==> config.mk <==
export PLATFORM = sky130hd
export DESIGN_NAME = mode_register_bank_mid
export DESIGN_NICKNAME = d
export VERILOG_FILES = /design/src/mode_bank_pkg.sv /design/src/term_set_store.sv /design/src/mode_register_bank_mid.sv
export SDC_FILE = /design/constraint.sdc
export NUM_CORES = 1
export LEC_CHECK = 0
export BUFFER_PORTS_ARGS = -buffer_cell sky130_fd_sc_hd__buf_2
export CORE_ASPECT_RATIO = 0.6
export CORE_MARGIN = 1.5
export CORE_UTILIZATION = 45
export DETAILED_ROUTE_END_ITERATION = 7
export PLACE_DENSITY_LB_ADDON = 0.12
export SYNTH_ARGS = -nofsm -noshare
export SYNTH_HDL_FRONTEND = slang
export SYNTH_HIERARCHICAL = 1
export SYNTH_SLANG_ARGS = --single-unit
==> constraint.sdc <==
create_clock -name CLK -period 0.9 [get_ports CLK]
set_input_delay 0.045 -clock CLK [delete_from_list [all_inputs] [get_ports CLK]]
set_output_delay 0.045 -clock CLK [all_outputs]
set_load 0.005 [all_outputs]
==> src/mode_bank_pkg.sv <==
// Package: addresses, field layouts, defaults and carrier types for the mode register bank
package mode_bank_pkg;
   localparam int ADDR_W = 6;
   localparam logic [5:0] ADDR_REV_FIRST = 6'h06;
   localparam logic [5:0] ADDR_REV_SECOND = 6'h07;
   localparam logic [5:0] ADDR_GEOMETRY = 6'h08;
   localparam logic [5:0] ADDR_VENDOR_TEST = 6'h09;
   localparam logic [5:0] ADDR_CAL_RESET = 6'h0A;
   localparam logic [5:0] ADDR_TERMINATION = 6'h0B;
   localparam logic [7:0] VENDOR_TEST_LEGAL = 8'h00;
   localparam logic [7:0] BYTE_ZERO = 8'h00;
   // Field positions
   localparam int CAL_RESET_BIT = 0;
   localparam int DQ_TERM_LSB = 0;
   localparam int CA_TERM_LSB = 4;
   localparam int TERM_W = 3;
   localparam int TYPE_LSB = 0;
   localparam int DENSITY_LSB = 2;
   localparam int WIDTH_LSB = 6;
   // Encodings
   localparam logic [2:0] TERM_OFF = 3'h0;
   localparam logic [2:0] TERM_RESERVED = 3'h7;
   localparam logic [1:0] TYPE_S16 = 2'h0;
   localparam logic [1:0] TYPE_LOW_VDDQ = 2'h1;
   localparam logic [3:0] DENSITY_4GB = 4'h0;
   localparam logic [3:0] DENSITY_16GB = 4'h4;
   localparam logic [3:0] DENSITY_32GB = 4'h6;
   localparam logic [3:0] DENSITY_2GB = 4'hC;
   localparam logic [1:0] WIDTH_X16 = 2'h0;
   localparam logic [1:0] WIDTH_X8 = 2'h1;
   localparam int NUM_SET_POINTS = 2;

   typedef struct packed {
      logic write_en;
      logic read_en;
      logic [5:0] addr;
      logic [7:0] data;
   } mode_cmd_t;

   typedef struct packed {
      logic [2:0] cmd_addr_receiver_termination;
      logic [2:0] data_receiver_termination;
   } term_setting_t;

   typedef struct packed {
      logic [1:0] io_width;
      logic [3:0] density;
      logic [1:0] mem_type;
   } geometry_t;
endpackage : mode_bank_pkg

==> src/term_set_store.sv <==
// Two-set-point storage for the termination settings
`timescale 1ns/1ps
module term_set_store
   import mode_bank_pkg::*;
(
   input wire logic clk,
   input wire logic rst_n,
   input wire logic wr_en,
   input wire logic wr_sel,
   input mode_bank_pkg::term_setting_t wr_data,
   input wire logic op_sel,
   output mode_bank_pkg::term_setting_t active
);
   term_setting_t store [NUM_SET_POINTS];

   always_ff @(posedge clk or negedge rst_n)
   begin
      if (!rst_n)
      begin
         store[0] <= '{TERM_OFF, TERM_OFF};
         store[1] <= '{TERM_OFF, TERM_OFF};
      end
      else if (wr_en)
      begin
         store[wr_sel] <= wr_data;
      end
   end

   // Registered read keeps the termination control glitch free
   always_ff @(posedge clk or negedge rst_n)
   begin
      if (!rst_n)
         active <= '{TERM_OFF, TERM_OFF};
      else
         active <= store[op_sel];
   end
endmodule : term_set_store

==> src/mode_register_bank_mid.sv <==
// Mode register bank for addresses 06h..0Bh: identifiers, geometry, calibration reset, termination
`timescale 1ns/1ps
module mode_register_bank_mid
   import mode_bank_pkg::*;
#(
   parameter logic [7:0] REV_FIRST = 8'h5A, // Arbitrary value
   parameter logic [7:0] REV_SECOND = 8'hA5, // Arbitrary value
   parameter logic [1:0] GEOM_TYPE = TYPE_LOW_VDDQ,
   parameter logic [3:0] GEOM_DENSITY = DENSITY_16GB,
   parameter logic [1:0] GEOM_WIDTH = WIDTH_X16
)
(
   input wire logic CLK,
   input wire logic RST_N,
   input mode_bank_pkg::mode_cmd_t CMD,
   input wire logic WRITE_SET_POINT_SELECT,
   input wire logic OPERATING_SET_POINT_SELECT,
   input wire logic CAL_PIN_HAS_RESISTOR,
   input wire logic ZQ_CAL_CMD,
   output logic [7:0] READ_DATA,
   output logic READ_VALID,
   output logic [2:0] DATA_RECEIVER_TERMINATION,
   output logic [2:0] CMD_ADDR_RECEIVER_TERMINATION,
   output logic CALIBRATION_DEFAULT_RESTORE,
   output logic ZQ_CAL_START,
   output logic VENDOR_TEST_VIOLATION
);
   import mode_bank_pkg::*;

   geometry_t geometry;
   term_setting_t term_wr;
   term_setting_t term_active;
   logic term_we;
   logic pin_s1;
   logic pin_s2;
   logic cal_restore_pending;

   function automatic logic hit(input mode_cmd_t c, input logic [5:0] a, input logic wr);
      hit = (wr ? c.write_en : c.read_en) && (c.addr == a);
   endfunction : hit

   // Strap pin is asynchronous to CLK
   always_ff @(posedge CLK or negedge RST_N)
   begin
      if (!RST_N)
      begin
         pin_s1 <= 1'b0;
         pin_s2 <= 1'b0;
      end
      else
      begin
         pin_s1 <= CAL_PIN_HAS_RESISTOR;
         pin_s2 <= pin_s1;
      end
   end

   always_comb
   begin
      geometry.mem_type = GEOM_TYPE;
      geometry.density = GEOM_DENSITY;
      geometry.io_width = GEOM_WIDTH;
   end

   // Reserved bits 3 and 7 are dropped here
   always_comb
   begin
      term_wr.data_receiver_termination = CMD.data[DQ_TERM_LSB +: TERM_W];
      term_wr.cmd_addr_receiver_termination = CMD.data[CA_TERM_LSB +: TERM_W];
      term_we = hit(CMD, ADDR_TERMINATION, 1'b1);
   end

   term_set_store u_store (
      .clk(CLK),
      .rst_n(RST_N),
      .wr_en(term_we),
      .wr_sel(WRITE_SET_POINT_SELECT),
      .wr_data(term_wr),
      .op_sel(OPERATING_SET_POINT_SELECT),
      .active(term_active)
   );

   // Reserved encoding is treated as off so the receivers never see an undefined leg
   always_comb
   begin
      DATA_RECEIVER_TERMINATION = (term_active.data_receiver_termination == TERM_RESERVED) ? TERM_OFF
         : term_active.data_receiver_termination;
      CMD_ADDR_RECEIVER_TERMINATION = (term_active.cmd_addr_receiver_termination == TERM_RESERVED) ? TERM_OFF
         : term_active.cmd_addr_receiver_termination;
   end

   // Self-clearing pulse; the bit itself reads nothing since the register is write-only
   always_ff @(posedge CLK or negedge RST_N)
   begin
      if (!RST_N)
         cal_restore_pending <= 1'b0;
      else
         cal_restore_pending <= hit(CMD, ADDR_CAL_RESET, 1'b1) && CMD.data[CAL_RESET_BIT];
   end
   assign CALIBRATION_DEFAULT_RESTORE = cal_restore_pending;

   always_ff @(posedge CLK or negedge RST_N)
   begin
      if (!RST_N)
         ZQ_CAL_START <= 1'b0;
      else
         ZQ_CAL_START <= ZQ_CAL_CMD && pin_s2;
   end

   always_ff @(posedge CLK or negedge RST_N)
   begin
      if (!RST_N)
         VENDOR_TEST_VIOLATION <= 1'b0;
      else if (hit(CMD, ADDR_VENDOR_TEST, 1'b1) && CMD.data != VENDOR_TEST_LEGAL)
         VENDOR_TEST_VIOLATION <= 1'b1;
   end

   always_ff @(posedge CLK or negedge RST_N)
   begin
      if (!RST_N)
      begin
         READ_DATA <= BYTE_ZERO;
         READ_VALID <= 1'b0;
      end
      else
      begin
         READ_VALID <= CMD.read_en;
         if (!CMD.read_en)
            READ_DATA <= BYTE_ZERO;
         else
            case (CMD.addr)
               ADDR_REV_FIRST: READ_DATA <= REV_FIRST;
               ADDR_REV_SECOND: READ_DATA <= REV_SECOND;
               ADDR_GEOMETRY: READ_DATA <= geometry;
               default: READ_DATA <= BYTE_ZERO;
            endcase
      end
   end

   // Identifier and geometry reads
   a_rev_first_read: assert property (@(posedge CLK) disable iff (!RST_N)
      hit(CMD, ADDR_REV_FIRST, 1'b0) |=> READ_VALID && READ_DATA == REV_FIRST) else $error("rev first wrong");

   a_rev_second_read: assert property (@(posedge CLK) disable iff (!RST_N)
      hit(CMD, ADDR_REV_SECOND, 1'b0) |=> READ_DATA == REV_SECOND) else $error("rev second wrong");

   a_geom_type_field: assert property (@(posedge CLK) disable iff (!RST_N)
      hit(CMD, ADDR_GEOMETRY, 1'b0) |=> READ_DATA[1:0] == GEOM_TYPE) else $error("type wrong");

   a_geom_density_field: assert property (@(posedge CLK) disable iff (!RST_N)
      hit(CMD, ADDR_GEOMETRY, 1'b0) |=> READ_DATA[5:2] == GEOM_DENSITY) else $error("density wrong");

   a_geom_width_field: assert property (@(posedge CLK) disable iff (!RST_N)
      hit(CMD, ADDR_GEOMETRY, 1'b0) |=> READ_DATA[7:6] == GEOM_WIDTH) else $error("width wrong");

   a_geom_whole_byte: assert property (@(posedge CLK) disable iff (!RST_N)
      hit(CMD, ADDR_GEOMETRY, 1'b0) |=> READ_DATA == {GEOM_WIDTH, GEOM_DENSITY, GEOM_TYPE})
      else $error("geometry byte wrong");

   // Read strobe timing and zero fill
   a_read_valid_follow: assert property (@(posedge CLK) disable iff (!RST_N)
      CMD.read_en |=> READ_VALID) else $error("read valid missing");

   a_read_valid_idle: assert property (@(posedge CLK) disable iff (!RST_N)
      !CMD.read_en |=> !READ_VALID) else $error("read valid without read");

   a_read_idle_zero: assert property (@(posedge CLK) disable iff (!RST_N)
      !CMD.read_en |=> READ_DATA == BYTE_ZERO) else $error("read data not zero when idle");

   a_unmapped_zero: assert property (@(posedge CLK) disable iff (!RST_N)
      (CMD.read_en && CMD.addr > ADDR_GEOMETRY) |=> READ_DATA == BYTE_ZERO) else $error("reserved not zero");

   a_low_addr_zero: assert property (@(posedge CLK) disable iff (!RST_N)
      (CMD.read_en && CMD.addr < ADDR_REV_FIRST) |=> READ_DATA == BYTE_ZERO) else $error("low address not zero");

   a_vendor_read_zero: assert property (@(posedge CLK) disable iff (!RST_N)
      hit(CMD, ADDR_VENDOR_TEST, 1'b0) |=> READ_DATA == BYTE_ZERO) else $error("vendor read not zero");

   a_cal_read_zero: assert property (@(posedge CLK) disable iff (!RST_N)
      hit(CMD, ADDR_CAL_RESET, 1'b0) |=> READ_DATA == BYTE_ZERO) else $error("cal reset read not zero");

   a_term_read_zero: assert property (@(posedge CLK) disable iff (!RST_N)
      hit(CMD, ADDR_TERMINATION, 1'b0) |=> READ_DATA == BYTE_ZERO) else $error("termination read not zero");

   // Calibration restore and calibration start
   a_cal_restore_pulse: assert property (@(posedge CLK) disable iff (!RST_N)
      (hit(CMD, ADDR_CAL_RESET, 1'b1) && CMD.data[CAL_RESET_BIT]) |=> CALIBRATION_DEFAULT_RESTORE
      ##1 (!CALIBRATION_DEFAULT_RESTORE || hit($past(CMD), ADDR_CAL_RESET, 1'b1)))
      else $error("restore pulse wrong");

   a_restore_needs_write: assert property (@(posedge CLK) disable iff (!RST_N)
      !hit(CMD, ADDR_CAL_RESET, 1'b1) |=> !CALIBRATION_DEFAULT_RESTORE) else $error("restore without write");

   a_restore_zero_ignored: assert property (@(posedge CLK) disable iff (!RST_N)
      (hit(CMD, ADDR_CAL_RESET, 1'b1) && !CMD.data[CAL_RESET_BIT]) |=> !CALIBRATION_DEFAULT_RESTORE)
      else $error("reserved bits caused restore");

   a_zq_ignored_grounded: assert property (@(posedge CLK) disable iff (!RST_N)
      (!pin_s2 && !$past(pin_s2)) |-> !ZQ_CAL_START) else $error("zq not ignored");

   a_zq_needs_cmd: assert property (@(posedge CLK) disable iff (!RST_N)
      !ZQ_CAL_CMD |=> !ZQ_CAL_START) else $error("zq start without command");

   a_zq_with_resistor: assert property (@(posedge CLK) disable iff (!RST_N)
      (ZQ_CAL_CMD && pin_s2) |=> ZQ_CAL_START) else $error("zq command dropped");

   a_strap_two_stage: assert property (@(posedge CLK) disable iff (!RST_N)
      pin_s2 == $past(pin_s1)) else $error("strap synchroniser skipped");

   // Termination copies
   a_term_write_select: assert property (@(posedge CLK) disable iff (!RST_N)
      (term_we && WRITE_SET_POINT_SELECT == OPERATING_SET_POINT_SELECT
      && CMD.data[DQ_TERM_LSB +: TERM_W] != TERM_RESERVED)
      ##1 (!term_we && $stable(OPERATING_SET_POINT_SELECT))
      |=> DATA_RECEIVER_TERMINATION == $past(CMD.data[DQ_TERM_LSB +: TERM_W], 2))
      else $error("dq term not applied");

   a_ca_write_select: assert property (@(posedge CLK) disable iff (!RST_N)
      (term_we && WRITE_SET_POINT_SELECT == OPERATING_SET_POINT_SELECT
      && CMD.data[CA_TERM_LSB +: TERM_W] != TERM_RESERVED)
      ##1 (!term_we && $stable(OPERATING_SET_POINT_SELECT))
      |=> CMD_ADDR_RECEIVER_TERMINATION == $past(CMD.data[CA_TERM_LSB +: TERM_W], 2))
      else $error("ca term not applied");

   a_term_inactive_ignored: assert property (@(posedge CLK) disable iff (!RST_N)
      (term_we && WRITE_SET_POINT_SELECT != OPERATING_SET_POINT_SELECT && $stable(OPERATING_SET_POINT_SELECT))
      ##1 $stable(OPERATING_SET_POINT_SELECT) |=> $stable(CMD_ADDR_RECEIVER_TERMINATION))
      else $error("inactive copy disturbed");

   a_dq_inactive_ignored: assert property (@(posedge CLK) disable iff (!RST_N)
      (term_we && WRITE_SET_POINT_SELECT != OPERATING_SET_POINT_SELECT && $stable(OPERATING_SET_POINT_SELECT))
      ##1 $stable(OPERATING_SET_POINT_SELECT) |=> $stable(DATA_RECEIVER_TERMINATION))
      else $error("inactive dq copy disturbed");

   a_dq_idle_hold: assert property (@(posedge CLK) disable iff (!RST_N)
      (!term_we ##1 $stable(OPERATING_SET_POINT_SELECT)) |=> $stable(DATA_RECEIVER_TERMINATION))
      else $error("dq term moved without cause");

   a_ca_idle_hold: assert property (@(posedge CLK) disable iff (!RST_N)
      (!term_we ##1 $stable(OPERATING_SET_POINT_SELECT)) |=> $stable(CMD_ADDR_RECEIVER_TERMINATION))
      else $error("ca term moved without cause");

   a_dq_never_reserved: assert property (@(posedge CLK) disable iff (!RST_N)
      DATA_RECEIVER_TERMINATION != TERM_RESERVED) else $error("dq reserved code driven");

   a_ca_never_reserved: assert property (@(posedge CLK) disable iff (!RST_N)
      CMD_ADDR_RECEIVER_TERMINATION != TERM_RESERVED) else $error("ca reserved code driven");

   // Vendor test register misuse flag
   a_vendor_flag_set: assert property (@(posedge CLK) disable iff (!RST_N)
      (hit(CMD, ADDR_VENDOR_TEST, 1'b1) && CMD.data != VENDOR_TEST_LEGAL) |=> VENDOR_TEST_VIOLATION)
      else $error("vendor misuse not flagged");

   a_vendor_flag_sticky: assert property (@(posedge CLK) disable iff (!RST_N)
      VENDOR_TEST_VIOLATION |=> VENDOR_TEST_VIOLATION) else $error("vendor flag cleared");

   a_vendor_flag_quiet: assert property (@(posedge CLK) disable iff (!RST_N)
      (!VENDOR_TEST_VIOLATION && !(hit(CMD, ADDR_VENDOR_TEST, 1'b1) && CMD.data != VENDOR_TEST_LEGAL))
      |=> !VENDOR_TEST_VIOLATION) else $error("vendor flag without misuse");
endmodule : mode_register_bank_mid

After elaboration in Yosys (flattened, before gate mapping)
Cells that the tools add are included.
Widths: inputs -> output; s select.
{"block": "word_totals", "output_inout_bits": 18, "in_bits": 22, "wordCells": 44, "ff_bits": 32}
{"block": "classes", "n_reduce_logical": 8, "eq_ne": 8, "order_cmp": 3, "muxes": 10, "n_bitwise": 2}
{"operator": "$eq 6x4->1 const B", "n": 4}
{"operator": "$mux 6", "n": 4}
{"operator": "$pmux 8 s3", "n": 1}
{"operator": "$bwmux 12", "n": 1}
{"operator": "$eq 6x3->1 const B", "n": 2}
{"operator": "$mux 8", "n": 1}
{"operator": "$reduce_bool 8->1", "n": 1}
{"operator": "$logic_and 1x1->1", "n": 7}
{"operator": "$demux 6 s1", "n": 1}
{"operator": "$eq 3x3->1 const B", "n": 2}
{"operator": "$mux 3", "n": 2}
{"operator": "$ge 2x2->1 const B", "n": 2}
{"operator": "$not 1->2", "n": 2}
{"operator": "$lt 2x1->1 const B", "n": 1}

Depth between registers and ports, before layout
Gate-level depths: netlist of the first run.
{"block": "depth", "ltp_word": 6, "mapped_depth": 6, "ltp_nobuf": 5}

Cells and area by module
The synthesis of the first run kept the hierarchy.
{"module": "term_set_store", "seq_area_each_um2": 450.4, "area_each_um2": 679.4, "n_inst": 1, "cells_per_inst": 40}
{"module": "mode_register_bank_mid", "seq_area_each_um2": 250.2, "area_each_um2": 459.2, "n_inst": 1, "cells_per_inst": 41}

Worst setup path before layout of the first run
Ideal clock, no wire load.
{"block": "synth_path", "path_kind": "input to register", "start": "in CMD[13] (netlist bit)", "end": "reg u_store/store[10] (netlist bit)", "stages": 6, "n_path_buf": 1, "setup_time_ns": 0.125, "t_required_ns": 0.775, "t_arrival_ns": 1.027, "slack_ns": -0.252, "cell_sequence": "nor2_1 -> nand4_1 -> nor2_1 -> nor2b_1 -> buf_6 -> mux2_2"}
{"block": "synth_via", "elab_chain_cells": 2}
{"element": "start, declared", "line": "mode_register_bank_mid.sv:15", "text": "input mode_bank_pkg::mode_cmd_t CMD,"}
{"element": "$eq 6x4->1", "line": "mode_register_bank_mid.sv:39", "text": "hit = (wr ? c.write_en : c.read_en) && (c.addr == a);"}
{"element": "$logic_and 1x1->1", "line": "mode_register_bank_mid.sv:39"}
{"element": "via term_we", "line": "mode_register_bank_mid.sv:33", "text": "logic term_we;"}
{"element": "end signal, assigned by index", "line": "term_set_store.sv:25", "text": "store[wr_sel] <= wr_data;"}
{"element": "end, declared", "line": "term_set_store.sv:14", "text": "term_setting_t store [NUM_SET_POINTS];"}
The timed path passes the listed nets, and every way through them passes these cells.
A chain may end at the register's enable or synchronous reset.

Worst setup path in the final report of the first run
{"block": "layout_path", "start": "in CMD[12] (netlist bit)", "end": "reg u_store/store[11] (netlist bit)"}
Same word-level chain as after synthesis.

==> qor.yml, run 1 <==
synth:
  yosys.area_share.adder_pct: 0
  synth_top_family_by_area: "multiplexers"
  syn_area_um2: 1140
  syn-instance-count: 81
  async_reset_ff_share_pct: 100
  ys_warn_count: 6
  synth_mux_area_share_pct: 19.1
  synth-xor-area-share_pct: 0
  ys_seq_area_share_pct: 61.5
  synth-edff-count: 0
  syn_avg_cell_area_um2: 14.1
  synth_ff_type: "dfrtp_1"
  yosysTopAreaCell: "dfrtp_1"
  synth.area.top_cells: "dfrtp_1 62%, mux2_2 18%, a21boi_0 4.0%"
  synth_simple_gate_area_share_pct: 9.34
  synth_most_common_cell: "dfrtp_1"
  synth_compound_gate_area_share_pct: 5.27
  synth_top_area_share_pct: 61.5
  ys_seq_elements: 28
  ys_types: 22
  yosys-top-cells-count: "28 x dfrtp_1, 18 x mux2_2, 6 x a21boi_0"
  synth_nets: 103
worst_setup_path:
  path_buf_inv: 2
  cp-start-kind: "primary input"
  cp.arrival_ns: 1.18
  critPathMostFrequentCell: "buf_6"
  path_max_fanout: 3
  endpoint_kind: "flip-flop"
  path_cells: "buf_6, nor2_4, nand4_1, nor2_2, nor2b_4, buf_6, mux2_4"
  r2r_slack_ns: 0.10
  slowest_delay_ns: 0.29
  critPathSlowestCell: "mux2_4"
  cp.required_ns: 1.07
  crit_family: "simple AND/OR/NAND/NOR gates"
  path_class: "primary input to flip-flop"
routing:
  viasPerCell: 4.95
  drcViolationCount: 0
  ant_nets: 0
  wl_per_cell_um: 14.9
  first_pass_iters: 3
  vias: 827
  wirelength_um: 2480
  drtIter0Drc: 12
layout:
  area_growth_pct: 44.8
  fin_nets: 160
  final_util_pct: 72.4
  antennaDiodeCount: 0
  drive_above_1_share_pct: 62.0
sta:
  max_clock_freq_mhz: 981
  slew_headroom_pct: 81.2
  rsz0062_at_grt: "true"
  worst_pin_slew_ns: 0.282
  slew_violations: 0
  clock_skew_ns: 0.00226
  hold-worst-slack_ns: 0.00196
  setup_viol: 18
  worst_slack_ns: -0.119
  min_period_ns: 1.02
  finalHoldViolCount: 0
  post-route-period-util_pct: 113
die:
  core_um2: 2280
  io_pins: 40
  start_util_pct: 50.0
  die_area_um2: 2850
  die_w_um: 67.9
  rows: 13
  die_height_um: 42.0
clock_tree:
  htreeDepth: 1
  cts_tree: "done"
  clock_latency_ns: 0.27
  clkTransAtPathRegs_ns: 0.09
  numClockSinks: 28
  numCtsBuffers: 3
  clockBufferDepth: 2
  root_buffer: "clkbuf_8"
global_routing:
  grt_use_total_pct: 19.8
  grt_pass1_vias: 887
  grt_pass1_wl_um: 3950
  antenna_found_initial: 0
  grt_overflow: 0
  grt_max_degree: 19
pwr:
  swShare_pct: 20.7
  seq_power_share_pct: 51.2
  leakagePower_nw: 0.865
  vdd_ir_drop_max_uv: 906
  intPower_mw: 2.14
  power_density_nw_per_um2: 1630
  p_comb_share_pct: 12.5
  clockPowerShare_pct: 36.3
  switching_power_mw: 0.557
run:
  drv_cap: 0
outcome:
  outcome: "finished, violations left"
  violations: "setup timing"
placement:
  gp_congestion: 0.722
  hpwl_um: 1890
  port_buffers: 39
  preCtsSetupSlack_ns: -0.459
worst_hold_path:
  hold_class: "primary input to flip-flop"
## repair_timing
item                                    4_1_cts  5_1_grt
resized for setup                            16        2
buffers inserted                              1        1
endpoints found under the setup margin       18       18
cloned                                        0        0
hold buffers                                  3        0
endpoints found under the hold margin        30        0
pin swaps                                     8        3
## metal layers
layer | vias to the layer above | global-route usage (%) | share of wire (%)
met5 | - | 0 | 0
met4 | 0 | 5.60 | 1.2
met3 | 4 | 5.69 | 4.4
met2 | 22 | 34.8 | 50
met1 | 403 | 23.3 | 44
li1 | 398 | - | -
## cell families (layout without fill, tap and decap cells)
family | Yosys count | after routing
flip-flops | 28 | 28
buffers and inverters | 8 | 64
AO/OA/AOI/OAI | 8 | 8
multiplexers | 19 | 19
AND/OR/NAND/NOR | 18 | 18
## flip-flops by register name, indices dropped and copies added, names as in the netlist
register and cells:
ZQ_CAL_START 1, READ_VALID 1, VENDOR_TEST_VIOLATION 1, pin_s2 1, CALIBRATION_DEFAULT_RESTORE 1, READ_DATA 4, u_store/active 6, u_store/store 12
pin_s1 1
## power groups by stage
stage	combinational, mW	sequential (mW)	clock, mW
finish	0.336	1.38	0.977
global route	0.369	1.39	1.05
CTS	0.335	1.38	1.00
detailed placement	0.306	1.40	0
global placement	0.297	1.40	0
floorplan	0.130	1.39	0
## area by class of cell
type | count | area, µm²
tap | 30 | 37.5
fill | 159 | 628
clock buffer | 3 | 41.3
clock inverter | 1 | 30.0
inverter | 2 | 7.51
sequential | 28 | 701
multi-input combinational | 45 | 448
timing repair buffer | 58 | 384
## through the flow
step | cells | cell area [µm²] | total power, mW | setup TNS [ns]
2_1_floorplan | 81 | 1170 | 1.52 | -1.33
5_1_grt | 167 | 1650 | 2.81 | -2.34
3_3_place_gp | 158 | 1480 | 1.69 | -4.16
6_report | 167 | 1650 | 2.69 | -1.32
4_1_cts | 166 | 1630 | 2.72 | -1.18
3_5_place_dp | 158 | 1480 | 1.71 | -5.51
## cells in the final DEF, fill, tap and decap left out, types with 2 or more instances in the layout
cell,synthesis,layout
or4_1,2,2
a21boi_1,0,6
nor2b_4,0,2
dlygate4sd3_1,0,3
buf_6,1,5
nor3_1,2,2
buf_2,1,36
dfrtp_1,28,28
nor2_2,1,2
mux2_2,18,12
mux2_4,1,7
buf_4,4,13
clkbuf_8,0,3
inv_1,2,2
## worst paths after layout
| path | startpoint | end | depth (start not counted) |
|---|---|---|---|
| setup / recovery | CMD[12] | u_store/store[11] | 7 |
| hold / removal | ZQ_CAL_CMD | ZQ_CAL_START | 2 |
| setup reg to reg | u_store/store[5] | u_store/store[5] | 1 |
| hold reg to reg | pin_s1 | pin_s2 | 0 |
| max in group asynchronous | RST_N | READ_DATA[4] | 3 |
| min in group asynchronous | RST_N | u_store/active[4] | 2 |
(Power assumes the default switching activity.)
==> run 2, diff against run 1 <==
--- a/config.mk
+++ b/config.mk
@@ -7,8 +7,8 @@
 export LEC_CHECK = 0
 export BUFFER_PORTS_ARGS = -buffer_cell sky130_fd_sc_hd__buf_2
 export CORE_ASPECT_RATIO = 0.6
-export CORE_MARGIN = 1.5
 export CORE_UTILIZATION = 45
+export CTS_CLUSTER_SIZE = 14
 export DETAILED_ROUTE_END_ITERATION = 7
 export PLACE_DENSITY_LB_ADDON = 0.12
 export SYNTH_ARGS = -nofsm -noshare
==> constraint.sdc (replaced) <==
create_clock -name CLK -period 1 [get_ports CLK]
set_input_delay 0.05 -clock CLK [delete_from_list [all_inputs] [get_ports CLK]]
set_output_delay 0.05 -clock CLK [all_outputs]
set_load 0.005 [all_outputs]
==> qor.yml, run 2 (synthesis results as in run 1) <==
placement:
  gp_congestion: 0.728  # +0.80%
  hpwl_um: 1740  # -8.3%
  port_buffers: 39  # unchanged
  preCtsSetupSlack_ns: -0.274  # +0.185 ns
  dpl_cell_area_um2: 1450  # -1.9%
  placedCellCount: 156  # -1.3%
pwr:
  total_power_mw: 2.42  # -10%
  leakagePower_nw: 0.839  # -3.0%
  power_density_nw_per_um2: 1510  # -7.3%
  vdd_ir_drop_max_uv: 897  # -0.99%
sta:
  max_clock_freq_mhz: 994
  tns_ns: -0.0126  # +1.31 ns
  setup_viol: 3  # -15
  min_period_ns: 1.01
  worst_slack_ns: -0.00630  # +0.113 ns
  hold-worst-slack_ns: 0.0264  # +0.0245 ns
  slew_violations: 0  # unchanged
  worst_pin_slew_ns: 0.345  # +0.0639 ns
  rsz0062_at_grt: "true"
  clock_skew_ns: 0.00382  # +0.00156 ns
  post-route-period-util_pct: 101
  finalHoldViolCount: 0  # unchanged
  slew_headroom_pct: 77.0  # -4.3 points
routing:
  ant_nets: 0  # unchanged
  drtIter0Drc: 12  # unchanged
  vias: 780  # -5.7%
  drcViolationCount: 0  # unchanged
  first_pass_iters: 2  # -1
  viasPerCell: 4.76  # -4.0%
  wl_per_cell_um: 14.0  # -6.0%
  wirelength_um: 2290  # -7.7%
global_routing:
  grt_use_total_pct: 20.4  # +0.59 points
  grt_max_degree: 29  # +10
  antenna_found_initial: 0  # unchanged
  grt_pass1_vias: 757  # -15%
  grt_overflow: 0  # unchanged
  grt_pass1_wl_um: 3560  # -9.8%
worst_hold_path:
  holdPathEnd: "u_store/store[8]"
  holdPathStages: 2  # unchanged
  hp-start: "CMD[2]"
  hold_class: "primary input to flip-flop"
die:
  core_um2: 2280  # unchanged
  rows: 13  # unchanged
  start_util_pct: 50.0  # unchanged
  die_height_um: 41.0  # -2.4%
  io_pins: 40  # unchanged
  die_area_um2: 2740  # -3.8%
  die_w_um: 66.9  # -1.5%
clock_tree:
  numClockSinks: 28  # unchanged
  clock_latency_ns: 0.28  # about the same
  clkTransAtPathRegs_ns: 0.09  # about the same
  htreeDepth: 1  # unchanged
  clockBufferDepth: 2  # unchanged
  numCtsBuffers: 3  # unchanged
  post_cts_buffers: 0  # -1
  root_buffer: "clkbuf_8"
  cts_tree: "done"
worst_setup_path:
  r2r-start: "u_store/store[2]"
  path_class: "flip-flop to output port"
  critPathSlowestCell: "dfrtp_1"
  path_max_fanout: 3  # unchanged
  worstReg2RegEnd: "u_store/store[2]"
  cp-start-kind: "flip-flop"
  cp-startpoint: "u_store/active[1]"
  cp.required_ns: 0.95  # -0.12 ns
  endpoint_kind: "output port"
  worstRegToRegCells: 1  # unchanged
  cp.arrival_ns: 0.96  # -0.22 ns
  slowest_delay_ns: 0.40  # +0.11 ns
  path_cells: "a21boi_1, buf_2"
  r2r_slack_ns: 0.20  # +0.10 ns
layout:
  stdcell_count: 164  # -1.8%
  final_util_pct: 70.1  # -2.4 points
  area_growth_pct: 40.1
  drive_above_1_share_pct: 59.7  # -2.3 points
  layout_common_cells: "36 x buf_2, 28 x dfrtp_1, 12 x mux2_2"
  final_common_cell: "buf_2"
  design_area_um2: 1600  # -3.3%
  largest_register_ffs: 12  # unchanged
  regMostFlops: "u_store/store"
  top_regs: "u_store/store: 12 flops, u_store/active: 6 flops, READ_DATA: 4 flops"
  antennaDiodeCount: 0  # unchanged
  fin_nets: 157  # -1.9%
outcome:
  violations: "setup timing"
  outcome: "finished, violations left"
run:
  drv_cap: 0  # unchanged
run 2: cell type report:
class	instances	area (µm²)
Sequential cell	28	701
Multi-Input combinational cell	45	427
Tap cell	30	37.5
Clock buffer	3	41.3
Inverter	2	7.51
Timing Repair Buffer	55	352
Clock inverter	1	30.0
Fill cell	177	682
run 2: what timing repair did:
action,in CTS,in global routing
endpoints found under the hold margin,31,0
endpoints found under the setup margin,6,18
resized for setup,4,10
pin swaps,1,7
hold buffers,4,0
run 2: metal layers:
| layer | global-route usage [%] | share of wire (%) | vias to the layer above |
|---|---|---|---|
| li1 | - | - | 386 |
| met2 | 33.3 | 46 | 23 |
| met1 | 24.8 | 46 | 367 |
| met3 | 7.50 | 6.0 | 4 |
| met5 | 0 | 0 | - |
| met4 | 9.57 | 1.9 | 0 |
run 2: critical path: cells and delay by family (launching register included):
| family | cells | cell delay [ns] |
|---|---|---|
| AOI/OAI and AO/OA | 1 | 0.15 |
| buffers and inverters | 1 | 0.12 |
| DFF | 1 | 0.40 |
run 2: worst max path at each step:
stage,to,cells after the start
final,DATA_RECEIVER_TERMINATION[2],2
after global placement,u_store/store[9],7
after global routing,CMD_ADDR_RECEIVER_TERMINATION[2],2
after detailed placement,u_store/store[6],7
after floorplan,u_store/store[10],6
after CTS,CMD_ADDR_RECEIVER_TERMINATION[2],2
run 2: power by group:
part | leakage [nW] | switching, mW | internal, mW
logic | 0.432 | 0.109 | 0.175
registers | 0.371 | 0.0403 | 1.20
clock network | 0.0357 | 0.353 | 0.537
total | 0.839 | 0.502 | 1.91
==> run 3, diff against run 2 <==
--- a/config.mk
+++ b/config.mk
@@ -5,11 +5,11 @@
 export SDC_FILE = /design/constraint.sdc
 export NUM_CORES = 1
 export LEC_CHECK = 0
-export BUFFER_PORTS_ARGS = -buffer_cell sky130_fd_sc_hd__buf_2
 export CORE_ASPECT_RATIO = 0.6
 export CORE_UTILIZATION = 45
 export CTS_CLUSTER_SIZE = 14
 export DETAILED_ROUTE_END_ITERATION = 7
+export DONT_BUFFER_PORTS = 1
 export PLACE_DENSITY_LB_ADDON = 0.12
 export SYNTH_ARGS = -nofsm -noshare
 export SYNTH_HDL_FRONTEND = slang
==> qor.yml, run 3 (synthesis results as in run 1) <==
layout:
  stdcell_count: 128  # -22%
  layout_common_cells: "28 x dfrtp_1, 13 x dlygate4sd3_1, 12 x mux2_2"
  regMostFlops: "u_store/store"
  final_common_cell: "dfrtp_1"
  area_growth_pct: 24.8
  antennaDiodeCount: 0  # unchanged
  n_fill_cell: 190  # +7.3%
  top_regs: "u_store/store: 12 flops, u_store/active: 6 flops, READ_DATA: 4 flops"
  drive_above_1_share_pct: 33.7  # -26 points
  largest_register_ffs: 12  # unchanged
  seqCellArea_um2: 701  # unchanged
  fin_nets: 121  # -23%
  multi_input_area_um2: 417  # -2.3%
worst_setup_path:
  r2r-start: "u_store/store[5]"
  path_cells: "dlygate4sd3_1, mux2_2"
  cp-startpoint: "OPERATING_SET_POINT_SELECT"
  endpoint_kind: "flip-flop"
  critPathSlowestCell: "dlygate4sd3_1"
  cp.arrival_ns: 1.14  # +0.18 ns
  cp-start-kind: "primary input"
  crit_family: "buffers and inverters"
  slowest_delay_ns: 0.71  # +0.31 ns
  path_buf_inv: 1  # unchanged
  cp.required_ns: 1.16  # +0.21 ns
  path_class: "primary input to flip-flop"
  path_max_fanout: 6  # +3
global_routing:
  grt_overflow: 0  # unchanged
  grt_pass1_vias: 670  # -11%
  grt_pass1_wl_um: 3250  # -8.7%
  antenna_found_initial: 0  # unchanged
  grt_use_total_pct: 18.0  # -2.4 points
  grt_max_degree: 29  # unchanged
worst_hold_path:
  hp-start: "CMD[10]"
  hold_class: "primary input to flip-flop"
sta:
  hold-worst-slack_ns: -0.000207  # -0.0266 ns
  min_period_ns: 0.982  # -0.0241 ns
  setup_viol: 0  # -3
  post-route-period-util_pct: 98.2  # -2.4 points
  tns_ns: 0  # +0.0126 ns
  max_clock_freq_mhz: 1020  # +2.5%
  clock_skew_ns: 0.000874  # -0.00295 ns
  slew_headroom_pct: 77.7  # +0.73 points
  rsz0062_at_grt: "true"
  finalHoldViolCount: 1  # +1
  slew_violations: 0  # unchanged
  worst_pin_slew_ns: 0.334  # -0.0117 ns
placement:
  placedCellCount: 110  # -29%
  port_buffers: 0  # -100%
  gp_congestion: 0.747  # +2.7%
  hpwl_um: 1510  # -13%
die:
  rows: 13  # unchanged
  start_util_pct: 50.0  # unchanged
  die_area_um2: 2740  # unchanged
  io_pins: 40  # unchanged
  die_height_um: 41.0  # unchanged
  core_um2: 2280  # unchanged
  die_w_um: 66.9  # unchanged
clock_tree:
  root_buffer: "clkbuf_8"
  clkTransAtPathRegs_ns: 0.09  # about the same
  htreeDepth: 1  # unchanged
  clock_latency_ns: 0.27  # about the same
  post_cts_buffers: 0  # unchanged
  numCtsBuffers: 3  # unchanged
  numClockSinks: 28  # unchanged
  cts_tree: "done"
  clockBufferDepth: 2  # unchanged
outcome:
  outcome: "finished, violations left"
  violations: "hold timing"
routing:
  vias: 658  # -16%
  viasPerCell: 5.14  # +8.1%
  drcViolationCount: 0  # unchanged
  drtIter0Drc: 38  # +26
  first_pass_iters: 4  # +2
  wirelength_um: 2060  # -10%
  ant_nets: 0  # unchanged
  wl_per_cell_um: 16.1  # +15%
run:
  drv_cap: 0  # unchanged
pwr:
  leakagePower_nw: 0.668  # -20%
  vdd_ir_drop_max_uv: 1050  # +17%
  power_density_nw_per_um2: 1640  # +8.1%
## run 3: cell types whose count changed in the layout (fill, tap and decap cells not counted), sizes merged
cell         previous run  this run
buf                    51         6
dlygate4sd3             4        13
## run 3: metal layers
metal  GRT usage (%)  wire [µm]
met5               0          0
met4            3.19          7
met3            6.94        138
met2            27.0        864
met1            25.0       1050
## run 3: final cells by class
type / instances / area share (%)
Clock inverter: 1 / 2.11
Tap cell: 30 / 2.64
Clock buffer: 3 / 2.90
Inverter: 2 / 0.528
Timing Repair Buffer: 19 / 13.2
Sequential cell: 28 / 49.3
Multi-Input combinational cell: 45 / 29.3
## run 3: timing repair
item / 4_1_cts / 5_1_grt
endpoints found under the setup margin: 0 / 6
hold endpoints to repair: 55 / 0
hold buffers: 14 / 0
resized for setup: 0 / 6
## run 3: path summary, 6_finish.rpt
path,to,depth (start not counted),slack (ns)
max reg2reg,u_store/store[5],1,0.22
min reg2reg,pin_s2,0,0.36
max,u_store/active[0],2,0.02
min,VENDOR_TEST_VIOLATION,2,-0.0002
max in group asynchronous,VENDOR_TEST_VIOLATION,2,0.64
min in group asynchronous,pin_s2,2,0.21
## run 3: power breakdown
group	switching, mW	internal (mW)
Combinational	0.0801	0.134
Clock	0.334	0.536
Sequential	0.0417	1.20
## run 3: per-stage QoR
step,setup slack (ns),hold slack (ns),util (%),area (µm²),total power [mW]
global placement,-0.142,-0.245,52.7,1200,1.39
global route,-0.00168,0.00347,62.4,1420,2.45
CTS,0.00711,-0.00630,62.4,1420,2.35
detailed placement,-0.190,-0.245,52.7,1200,1.39
floorplan,-0.0870,-0.246,-,1170,1.37
finish,0.0178,-0.000207,62.4,1420,2.33
